File: config.mk
export PLATFORM = sky130hd
export DESIGN_NAME = afr_regfile
export DESIGN_NICKNAME = d
export VERILOG_FILES = /design/src/inc/afr_pkg.sv /design/src/verilog/afr_denorm_flush.sv /design/src/verilog/afr_flag_merge.sv /design/src/verilog/afr_regfile.sv
export SDC_FILE = /design/constraint.sdc
export NUM_CORES = 2
export LEC_CHECK = 0
export ABC_AREA = 1
export BUFFER_PORTS_ARGS = -buffer_cell sky130_fd_sc_hd__buf_4
export CAP_MARGIN = 30
export CORE_MARGIN = 3
export CORE_UTILIZATION = 30
export DETAILED_ROUTE_END_ITERATION = 16
export GPL_ROUTABILITY_DRIVEN = 0
export HOLD_SLACK_MARGIN = 0.02
export PLACE_DENSITY = 0.48
export SLEW_MARGIN = 15
export SYNTH_ARGS = -nofsm -noshare
export SYNTH_HDL_FRONTEND = slang
export SYNTH_SLANG_ARGS = --single-unit
File: constraint.sdc
create_clock -name i_core_clk -period 4.3 [get_ports i_core_clk]
set_input_delay 0.215 -clock i_core_clk [delete_from_list [all_inputs] [get_ports i_core_clk]]
set_output_delay 0.215 -clock i_core_clk [all_outputs]
set_load 0.02 [all_outputs]
File: src/inc/afr_pkg.sv
// Purpose: Shared constants for the accumulator and flag register block
// Assumes: Operand addressing by register type, number and subnumber
// Notes: Widths follow the per-channel precision of each data mode
package afr_pkg;
   localparam logic [3:0] ARF_TYPE_ACC = 4'h2;
   localparam logic [3:0] ARF_TYPE_FLAG = 4'h3;
   localparam logic [3:0] REGNUM_FIRST = 4'h0;
   localparam logic [3:0] REGNUM_SECOND = 4'h1;
   localparam logic [4:0] SUBREG_FLAG_LOW = 5'h00;
   localparam logic [4:0] SUBREG_FLAG_HIGH = 5'h02;
   localparam int FLAG_SUB_W = 16;
   localparam int FLAG_W = 32;
   localparam int FLAG_HIGH_LSB = 16;
   localparam int HALF_W = 8;
   localparam int DW_CHANNELS = 8;
   localparam int DW_BITS = 64;
   localparam int W_CHANNELS = 16;
   localparam int W_BITS = 33;
   localparam int W_SIGN_BIT = 32;
   localparam int F_EXP_BITS = 8;
   localparam int F_MANT_BITS = 54;
   localparam int CH_BITS = 64;
   localparam logic [FLAG_W-1:0] FLAG_RESET = 32'h0000_0000;
   localparam logic [1:0] STALL_CYCLES = 2'h1;

   typedef enum logic [1:0] {
      AFR_MODE_FLOAT = 2'h0,
      AFR_MODE_DWORD = 2'h1,
      AFR_MODE_WORD = 2'h3
   } afr_mode_e;
endpackage : afr_pkg

File: src/verilog/afr_denorm_flush.sv
// Purpose: Replace a denormal single-precision operand by signed zero
// Assumes: IEEE single layout
// Notes: Combinational; bypassed for accumulator sources
`timescale 1ns/1ns
module afr_denorm_flush (
   input wire logic [31:0] i_value,
   input wire logic i_bypass,
   output logic [31:0] o_value
);
   wire is_denorm = (i_value[30:23] == 8'h00) && (i_value[22:0] != 23'h0);
   // Sign kept so that minus zero survives
   assign o_value = (is_denorm && !i_bypass) ?
                    {i_value[31], 31'h0000_0000} : i_value; // see RULE9
endmodule : afr_denorm_flush

File: src/verilog/afr_flag_merge.sv
// Purpose: Per-channel masked merge of condition results into a flag half
// Assumes: One flag bit per channel
// Notes: Generate loop gives each bit its own write enable
`timescale 1ns/1ns
module afr_flag_merge #(
   parameter int WIDTH = 16
) (
   input wire logic [WIDTH-1:0] i_old,
   input wire logic [WIDTH-1:0] i_cond,
   input wire logic [WIDTH-1:0] i_enable,
   output logic [WIDTH-1:0] o_new
);
   genvar g;
   generate
      for (g = 0; g < WIDTH; g++) begin : g_bit
         assign o_new[g] = i_enable[g] ? i_cond[g] : i_old[g]; // see RULE17
      end
   endgenerate
endmodule : afr_flag_merge

File: src/verilog/afr_regfile.sv
// Purpose: Accumulator storage and condition flag register of a SIMD unit
// Assumes: One operand write and one operand read port per cycle
// Notes: Storage has no architectural reset; flags cleared for determinism
// Rules from the document, for this block and for software
// RULE1 - May stall reader of just-written accumulator
// RULE2 - Software alternates accumulators to avoid stall
// RULE3 - Dword mode: 8 channels of 64 bits
// RULE4 - Software avoids negated unsigned dword multiplies
// RULE5 - Word mode: 16 channels of 33 bits
// RULE6 - Word values two's complement, sign bit 32
// RULE7 - Word overflow wraps modulo; flags may err
// RULE8 - Float mode: 8-bit exponent, 54-bit mantissa
// RULE9 - Float sources denormals flushed to signed zero
// RULE10 - Accumulator float sources are never flushed
// RULE11 - Software flushes via multiply or minus zero add
// RULE12 - Flags: two 16-bit subregisters, bit per channel
// RULE13 - Flag type 0011b, subregisters 00000, 00010
// RULE14 - Second half uses upper eight flag bits
// RULE15 - Predicate and condition share one subregister
// RULE16 - Flag bits hold latest condition outcome
// RULE17 - Condition writes only enabled channel bits
// RULE18 - Flags usable whole or per subregister explicitly
// RULE19 - High subregister bits 31:16, low 15:0
// RULE20 - Two accumulators, type 0010b, dword or word
// RULE21 - Implicit first; second half uses second
`timescale 1ns/1ns
module afr_regfile
   import afr_pkg::*;
#(
   parameter int CHANNELS = 16
) (
   input wire logic i_core_clk,
   input wire logic i_reset_n,
   // Accumulator write port
   input wire logic i_acc_wr,
   input wire logic i_acc_wr_explicit,
   input wire logic [3:0] i_acc_wr_regnum,
   input wire afr_pkg::afr_mode_e i_acc_wr_mode,
   input wire logic [3:0] i_acc_wr_chan,
   input wire logic [63:0] i_acc_wr_data,
   // Accumulator read port
   input wire logic i_acc_rd,
   input wire logic i_acc_rd_explicit,
   input wire logic [3:0] i_acc_rd_regnum,
   input wire afr_pkg::afr_mode_e i_acc_rd_mode,
   input wire logic [3:0] i_acc_rd_chan,
   input wire logic i_second_half,
   // Float source operand path
   input wire logic [31:0] i_fsrc,
   input wire logic i_fsrc_is_acc,
   // Flag access
   input wire logic [3:0] i_flag_regtype,
   input wire logic [4:0] i_flag_subreg,
   input wire logic i_flag_whole,
   input wire logic i_flag_wr,
   input wire logic [31:0] i_flag_wr_data,
   input wire logic i_cond_wr,
   input wire logic [15:0] i_cond_result,
   input wire logic [15:0] i_emask,
   output logic [63:0] o_acc_rd_data,
   output logic o_stall,
   output logic [31:0] o_fsrc,
   output logic [31:0] o_flag_rd_data,
   output logic [15:0] o_predicate,
   output logic o_flag_reserved
);
   import afr_pkg::*;

   // ------------------------------------------------------------
   // Decode
   // ------------------------------------------------------------
   function automatic logic acc_sel(input logic expl,
                                    input logic [3:0] regnum,
                                    input logic sec);
      // Explicit number wins; implicit follows compression half
      acc_sel = expl ? (regnum == REGNUM_SECOND) : sec; // see RULE21
   endfunction : acc_sel

   // Linear channel index: word mode packs 16 lanes, others 8
   function automatic logic [4:0] lane(input logic acc,
                                       input afr_mode_e mode,
                                       input logic [3:0] chan);
      if (mode == AFR_MODE_WORD) begin
         lane = {acc, chan};
      end else begin
         lane = {acc, 1'b0, chan[2:0]};
      end
   endfunction : lane

   wire wr_acc = acc_sel(i_acc_wr_explicit, i_acc_wr_regnum, i_second_half);
   wire rd_acc = acc_sel(i_acc_rd_explicit, i_acc_rd_regnum, i_second_half);
   wire [4:0] wr_lane = lane(wr_acc, i_acc_wr_mode, i_acc_wr_chan);
   wire [4:0] rd_lane = lane(rd_acc, i_acc_rd_mode, i_acc_rd_chan);

   wire flag_type_ok = (i_flag_regtype == ARF_TYPE_FLAG); // see RULE13
   wire sub_low = (i_flag_subreg == SUBREG_FLAG_LOW);
   wire sub_high = (i_flag_subreg == SUBREG_FLAG_HIGH);
   wire flag_ok = flag_type_ok && (i_flag_whole || sub_low || sub_high);

   // ------------------------------------------------------------
   // Accumulator storage
   // ------------------------------------------------------------
   // 2 accumulators x 16 lanes x 64 bits covers every mode
   logic [CH_BITS-1:0] acc_mem [0:31]; // see RULE20

   // Word mode keeps 33 bits sign-extended from bit 32; carry lost
   wire [W_BITS-1:0] word_val = i_acc_wr_data[W_BITS-1:0]; // see RULE5
   wire [CH_BITS-1:0] word_ext = {{(CH_BITS-W_BITS){word_val[W_SIGN_BIT]}},
                                  word_val}; // see RULE6 RULE7
   // Float: exponent in top byte, 54-bit mantissa below
   wire [CH_BITS-1:0] float_val = {i_acc_wr_data[63:56], 2'b00,
                                   i_acc_wr_data[F_MANT_BITS-1:0]}; // see RULE8
   wire [CH_BITS-1:0] store_val =
      (i_acc_wr_mode == AFR_MODE_WORD) ? word_ext :
      (i_acc_wr_mode == AFR_MODE_FLOAT) ? float_val :
      i_acc_wr_data; // see RULE3

   always_ff @(posedge i_core_clk) begin
      // Compare one bit wider so a count of 16 does not wrap to zero
      if (i_acc_wr && ({1'b0, i_acc_wr_chan} < 5'(CHANNELS))) begin
         acc_mem[wr_lane] <= store_val;
      end
   end

   // ------------------------------------------------------------
   // Back-to-back hazard
   // ------------------------------------------------------------
   logic last_wr_valid;
   logic last_wr_acc;
   logic [1:0] stall_cnt;
   wire hazard = i_acc_rd && last_wr_valid && (last_wr_acc == rd_acc);
   wire [1:0] next_stall_cnt = hazard ? STALL_CYCLES :
      (stall_cnt != 2'h0) ? stall_cnt - 2'h1 : 2'h0;

   // Stalling is cheaper than a forwarding path around the array
   always_ff @(posedge i_core_clk) begin
      if (!i_reset_n) begin
         last_wr_valid <= 1'b0;
         last_wr_acc <= 1'b0;
         stall_cnt <= 2'h0;
         o_stall <= 1'b0;
      end else begin
         last_wr_valid <= i_acc_wr && !o_stall;
         last_wr_acc <= wr_acc;
         stall_cnt <= next_stall_cnt;
         o_stall <= hazard && (stall_cnt == 2'h0); // see RULE1
      end
   end

   always_ff @(posedge i_core_clk) begin
      if (!i_reset_n) begin
         o_acc_rd_data <= 64'h0;
      end else if (i_acc_rd) begin
         o_acc_rd_data <= acc_mem[rd_lane];
      end
   end

   // ------------------------------------------------------------
   // Float source path
   // ------------------------------------------------------------
   wire [31:0] flushed;
   afr_denorm_flush u_flush (
      .i_value(i_fsrc),
      .i_bypass(i_fsrc_is_acc), // see RULE10
      .o_value(flushed)
   );

   always_ff @(posedge i_core_clk) begin
      if (!i_reset_n) begin
         o_fsrc <= 32'h0;
      end else begin
         o_fsrc <= flushed; // see RULE9
      end
   end

   // ------------------------------------------------------------
   // Flag register
   // ------------------------------------------------------------
   logic [FLAG_W-1:0] condition_flags; // see RULE12 RULE19
   wire [FLAG_SUB_W-1:0] flag_sub_low = condition_flags[FLAG_SUB_W-1:0];
   wire [FLAG_SUB_W-1:0] flag_sub_high =
      condition_flags[FLAG_W-1:FLAG_HIGH_LSB];
   // Same subregister serves predication and condition result
   wire [FLAG_SUB_W-1:0] sel_sub = sub_high ? flag_sub_high
                                            : flag_sub_low; // see RULE15
   // Second half: lower channels map onto upper eight flag bits
   wire [FLAG_SUB_W-1:0] cond_pos = i_second_half ?
      {i_cond_result[HALF_W-1:0], 8'h00} : i_cond_result; // see RULE14
   wire [FLAG_SUB_W-1:0] en_pos = i_second_half ?
      {i_emask[HALF_W-1:0], 8'h00} : i_emask;
   wire [FLAG_SUB_W-1:0] pred_pos = i_second_half ?
      {8'h00, sel_sub[FLAG_SUB_W-1:HALF_W]} : sel_sub; // see RULE14
   wire [FLAG_SUB_W-1:0] merged;

   afr_flag_merge #(
      .WIDTH(FLAG_SUB_W)
   ) u_merge (
      .i_old(sel_sub),
      .i_cond(cond_pos),
      .i_enable(en_pos),
      .o_new(merged)
   );

   wire cond_go = i_cond_wr && flag_type_ok && (sub_low || sub_high);
   wire expl_go = i_flag_wr && flag_ok;
   // Explicit write: whole dword or one subregister
   wire [FLAG_W-1:0] expl_val = i_flag_whole ? i_flag_wr_data :
      sub_high ? {i_flag_wr_data[FLAG_SUB_W-1:0], flag_sub_low} :
      {flag_sub_high, i_flag_wr_data[FLAG_SUB_W-1:0]}; // see RULE18
   wire [FLAG_W-1:0] cond_val = sub_high ? {merged, flag_sub_low}
                                         : {flag_sub_high, merged};
   wire [FLAG_W-1:0] next_flags = cond_go ? cond_val :
      expl_go ? expl_val : condition_flags; // see RULE16

   always_ff @(posedge i_core_clk) begin
      if (!i_reset_n) begin
         condition_flags <= FLAG_RESET;
      end else begin
         condition_flags <= next_flags;
      end
   end

   always_ff @(posedge i_core_clk) begin
      if (!i_reset_n) begin
         o_flag_rd_data <= 32'h0;
         o_predicate <= 16'h0;
         o_flag_reserved <= 1'b0;
      end else begin
         o_flag_rd_data <= i_flag_whole ? condition_flags :
                           {16'h0, sel_sub}; // see RULE18
         o_predicate <= pred_pos;
         o_flag_reserved <= (i_flag_wr || i_cond_wr) && !flag_ok;
      end
   end
endmodule : afr_regfile
==> results.cfg <==
[yosys]
ys_ff_latch = 2230
synth_seq_area_share = 0.7255
synth_area_per_cell_um2 = 11.49
syn_area_mm2 = 0.08979
ys.warnings.count = 0
yosys.area.top_type_share = 0.6849
synth_nets = 8013
synthAdderAreaFrac = 0.0002787
synth_compound_gate_area_share = 0.004975
synthDistinctLibCells = 35
synthMuxAreaShare = 0
synth-simple-area-share = 0.2322
ys_top_cells_by_area = edfxtp_1 (68%), nand3_1 (11%), nand2_1 (10%), dfxtp_1 (4.1%), buf_2 (1.4%)
synth-xor-area-share = 0
yosysTopAreaCell = edfxtp_1
syn_inst = 7811
synth_top_family_by_area = simple AND/OR/NAND/NOR gates

[grt]
grt_pass1_vias = 59280
grt_pass1_wl_mm = 414.8
grt_max_degree = 141
grt.overflow.total = 0
antenna_found_initial = 10
grt_use_total = 0.1805

[setup_path]
cp-start-kind = primary input
path_common_cell = dlygate4sd3_1
cp.arrival_ns = 4.32
cp_max_fo = 26
cpMaxStageDelayCell = dlygate4sd3_1
cp.required_ns = 5.03
reg2reg_depth = 10
path_cells = dlygate4sd3_1, buf_4, inv_2, buf_4, nand3b_1, dlygate4sd3_1, nand3_1, dlygate4sd3_1, nand2_1, dlygate4sd3_1, nor2_1, nor2_1, dlygate4sd3_1
timing.rr.start = condition_flags[17]
cp_slowest_stage_delay_ns = 0.61
r2r_slack_ns = 1.37
regToRegEndpoint = condition_flags[1]
worstSetupEndpointType = flop
path_class = primary input to flop

[place]
dp_slack_ns = 1.106
io_buffers = 345
dp_hpwl_mm = 157.0
placed_cells = 11770
placed_cell_area_mm2 = 0.09717

[cells_and_area]
mostFrequentLayoutCell = nand2_1
syn_to_final_growth_pct = 19.38
multi_input_area_mm2 = 0.02160
register_area_mm2 = 0.06514
final_cell_mix = nand2_1 (2435), edfxtp_1 (2048), nand3_1 (2013)
fillCellCount = 29090
nNetsFinal = 8502
fin_util = 0.3606
drive_gt1_frac = 0.1101
fin_cells = 12450
finalInstanceArea_mm2 = 0.1072

[timing]
fin_crit_ns = 3.587
slew-limit-headroom = 0.2481
timing.final.ws_setup_ns = 0.7131
report.final.hold_viol_count = 0
drv_slew = 0
skew_ns = 0.05318
rsz0062_at_grt = no
max_freq_mhz = 278.8
worst_pin_slew_ns = 1.128
setup-violations-final = 0
tns_ns = 0
finalCritPeriodShare = 0.8342

[route]
first_pass_iters = 6
vias_per_cell = 4.896
detail_route.wl_per_cell_um = 22.92
post-route-drc-count = 0
num_vias = 60940
wl_mm = 285.3
drt-initial-drc-count = 5782
ant_nets = 0

[worst_hold_path]
hp-start = i_acc_wr_data[49]
hold_path_depth = 3
hold_class = primary input to flop
hold_end = acc_mem[23][49]

[floorplan]
ioPinCount = 346
initial_core_util = 0.3020
die_height_um = 553.1
die-area_mm2 = 0.3059
num_rows = 200
fp.coreArea_mm2 = 0.2973
die_x_um = 553.1

[cts]
cts_setup_buffers = 0
clockBufferDepth = 4
cts_inserted_buffers = 243
htreeDepth = 4
cts_tree = done
cts_root_buf = clkbuf_16
cts_num_sinks = 2230
clk_latency_ns = 0.91
clkTransAtPathRegs_ns = 0.06

[power_and_ir_drop]
ir_worst_vdd_mv = 0.3273
leakagePower_nw = 39.24
power_per_cell_area_mw_per_mm2 = 449.1

[run]
cap_violations = 0

[outcome]
status = finished, final reports clean
-- area by class of cell --
class,count,area share
sequential,2230,0.6077
multi-input combinational,4907,0.2015
timing repair buffer,747,0.06595
clock buffer,339,0.06301
tap,3939,0.04598
clock inverter,110,0.009350
inverter,171,0.006397
antenna,3,0.00007004
-- synth_stat cells --
cell and count:
nand2_1 2439, edfxtp_1 2048, nand3_1 2014, nor2_1 324, buf_2 253, dfxtp_1 182, inv_1 163, clkbuf_1 127
buf_4 50, buf_1 36, buf_6 35, nand4_1 27, o21ai_0 24, a21oi_1 17, o21ai_1 10, o21a_1 8
o21bai_1 8, o22ai_1 8, inv_2 6, nand3b_1 6, nand3_4 3, nor2_2 3, a211oi_1 2, buf_8 2
ha_1 2, nand3_2 2, nand4_2 2, nor2_4 2, nor3_1 2, a31oi_1 1, clkinv_1 1, inv_4 1
nand2_4 1, nand3b_4 1, nor2b_1 1
-- kinds of logic after synthesis --
family	after synthesis
flops	2230
buf+inv	674
compound gates	78
fa+ha+maj	2
simple gates	4827
-- sequential cells by signal (all words and copies together) (netlist names) --
register and count:
o_fsrc 32, acc_mem 2048, last_wr_valid 1, condition_flags 32, o_stall 1, o_predicate 16
o_acc_rd_data 64, o_flag_reserved 1, stall_cnt 2, o_flag_rd_data 32, last_wr_acc 1
-- metal layers --
layer / GRT usage / routed length (um) / up-vias
met4: 0.05517 / 8835 / 6
li1: - / - / 28330
met2: 0.2871 / 130600 / 2077
met3: 0.03050 / 18780 / 423
met5: 0 / 40 / -
met1: 0.2520 / 127000 / 30100
-- critical path, delay by kind of cell --
kind / cells / cell delay [ns]
buffers and inverters: 8 / 3.58
and+or+nand+nor: 5 / 0.48
-- repair_timing --
item	4_1_cts	5_1_grt
hold endpoints to repair	1577	106
gates resized for setup	0	0
hold buffers	211	5
-- power breakdown --
part	leakage [nW]	internal (mW)	switching, mW
logic	15.8	1.04	2.46
registers	19.7	24.1	0.120
clock network	3.77	11.9	8.59
-- worst max path at each step --
stage	from	to	slack, ns	cells past startpoint
after global placement	i_acc_wr_mode[0]	acc_mem[6][17]	0.68	9
after CTS	i_second_half	condition_flags[22]	0.80	13
after floorplan	i_second_half	acc_mem[16][0]	0.16	5
after detailed placement	i_second_half	acc_mem[22][46]	1.11	7
final	i_second_half	condition_flags[22]	0.71	13
after global routing	i_second_half	condition_flags[22]	0.60	13
-- stage by stage --
step | total power, mW | hold slack [ns]
final | 48.14 | 0.09249
after global placement | 27.99 | 0.4090
after detailed placement | 28.04 | 0.4147
after global routing | 49.81 | 0.04888
after floorplan | 26.47 | 0.3126
after CTS | 48.64 | 0.02320
Note: power is estimated with default switching activity, not from simulation.
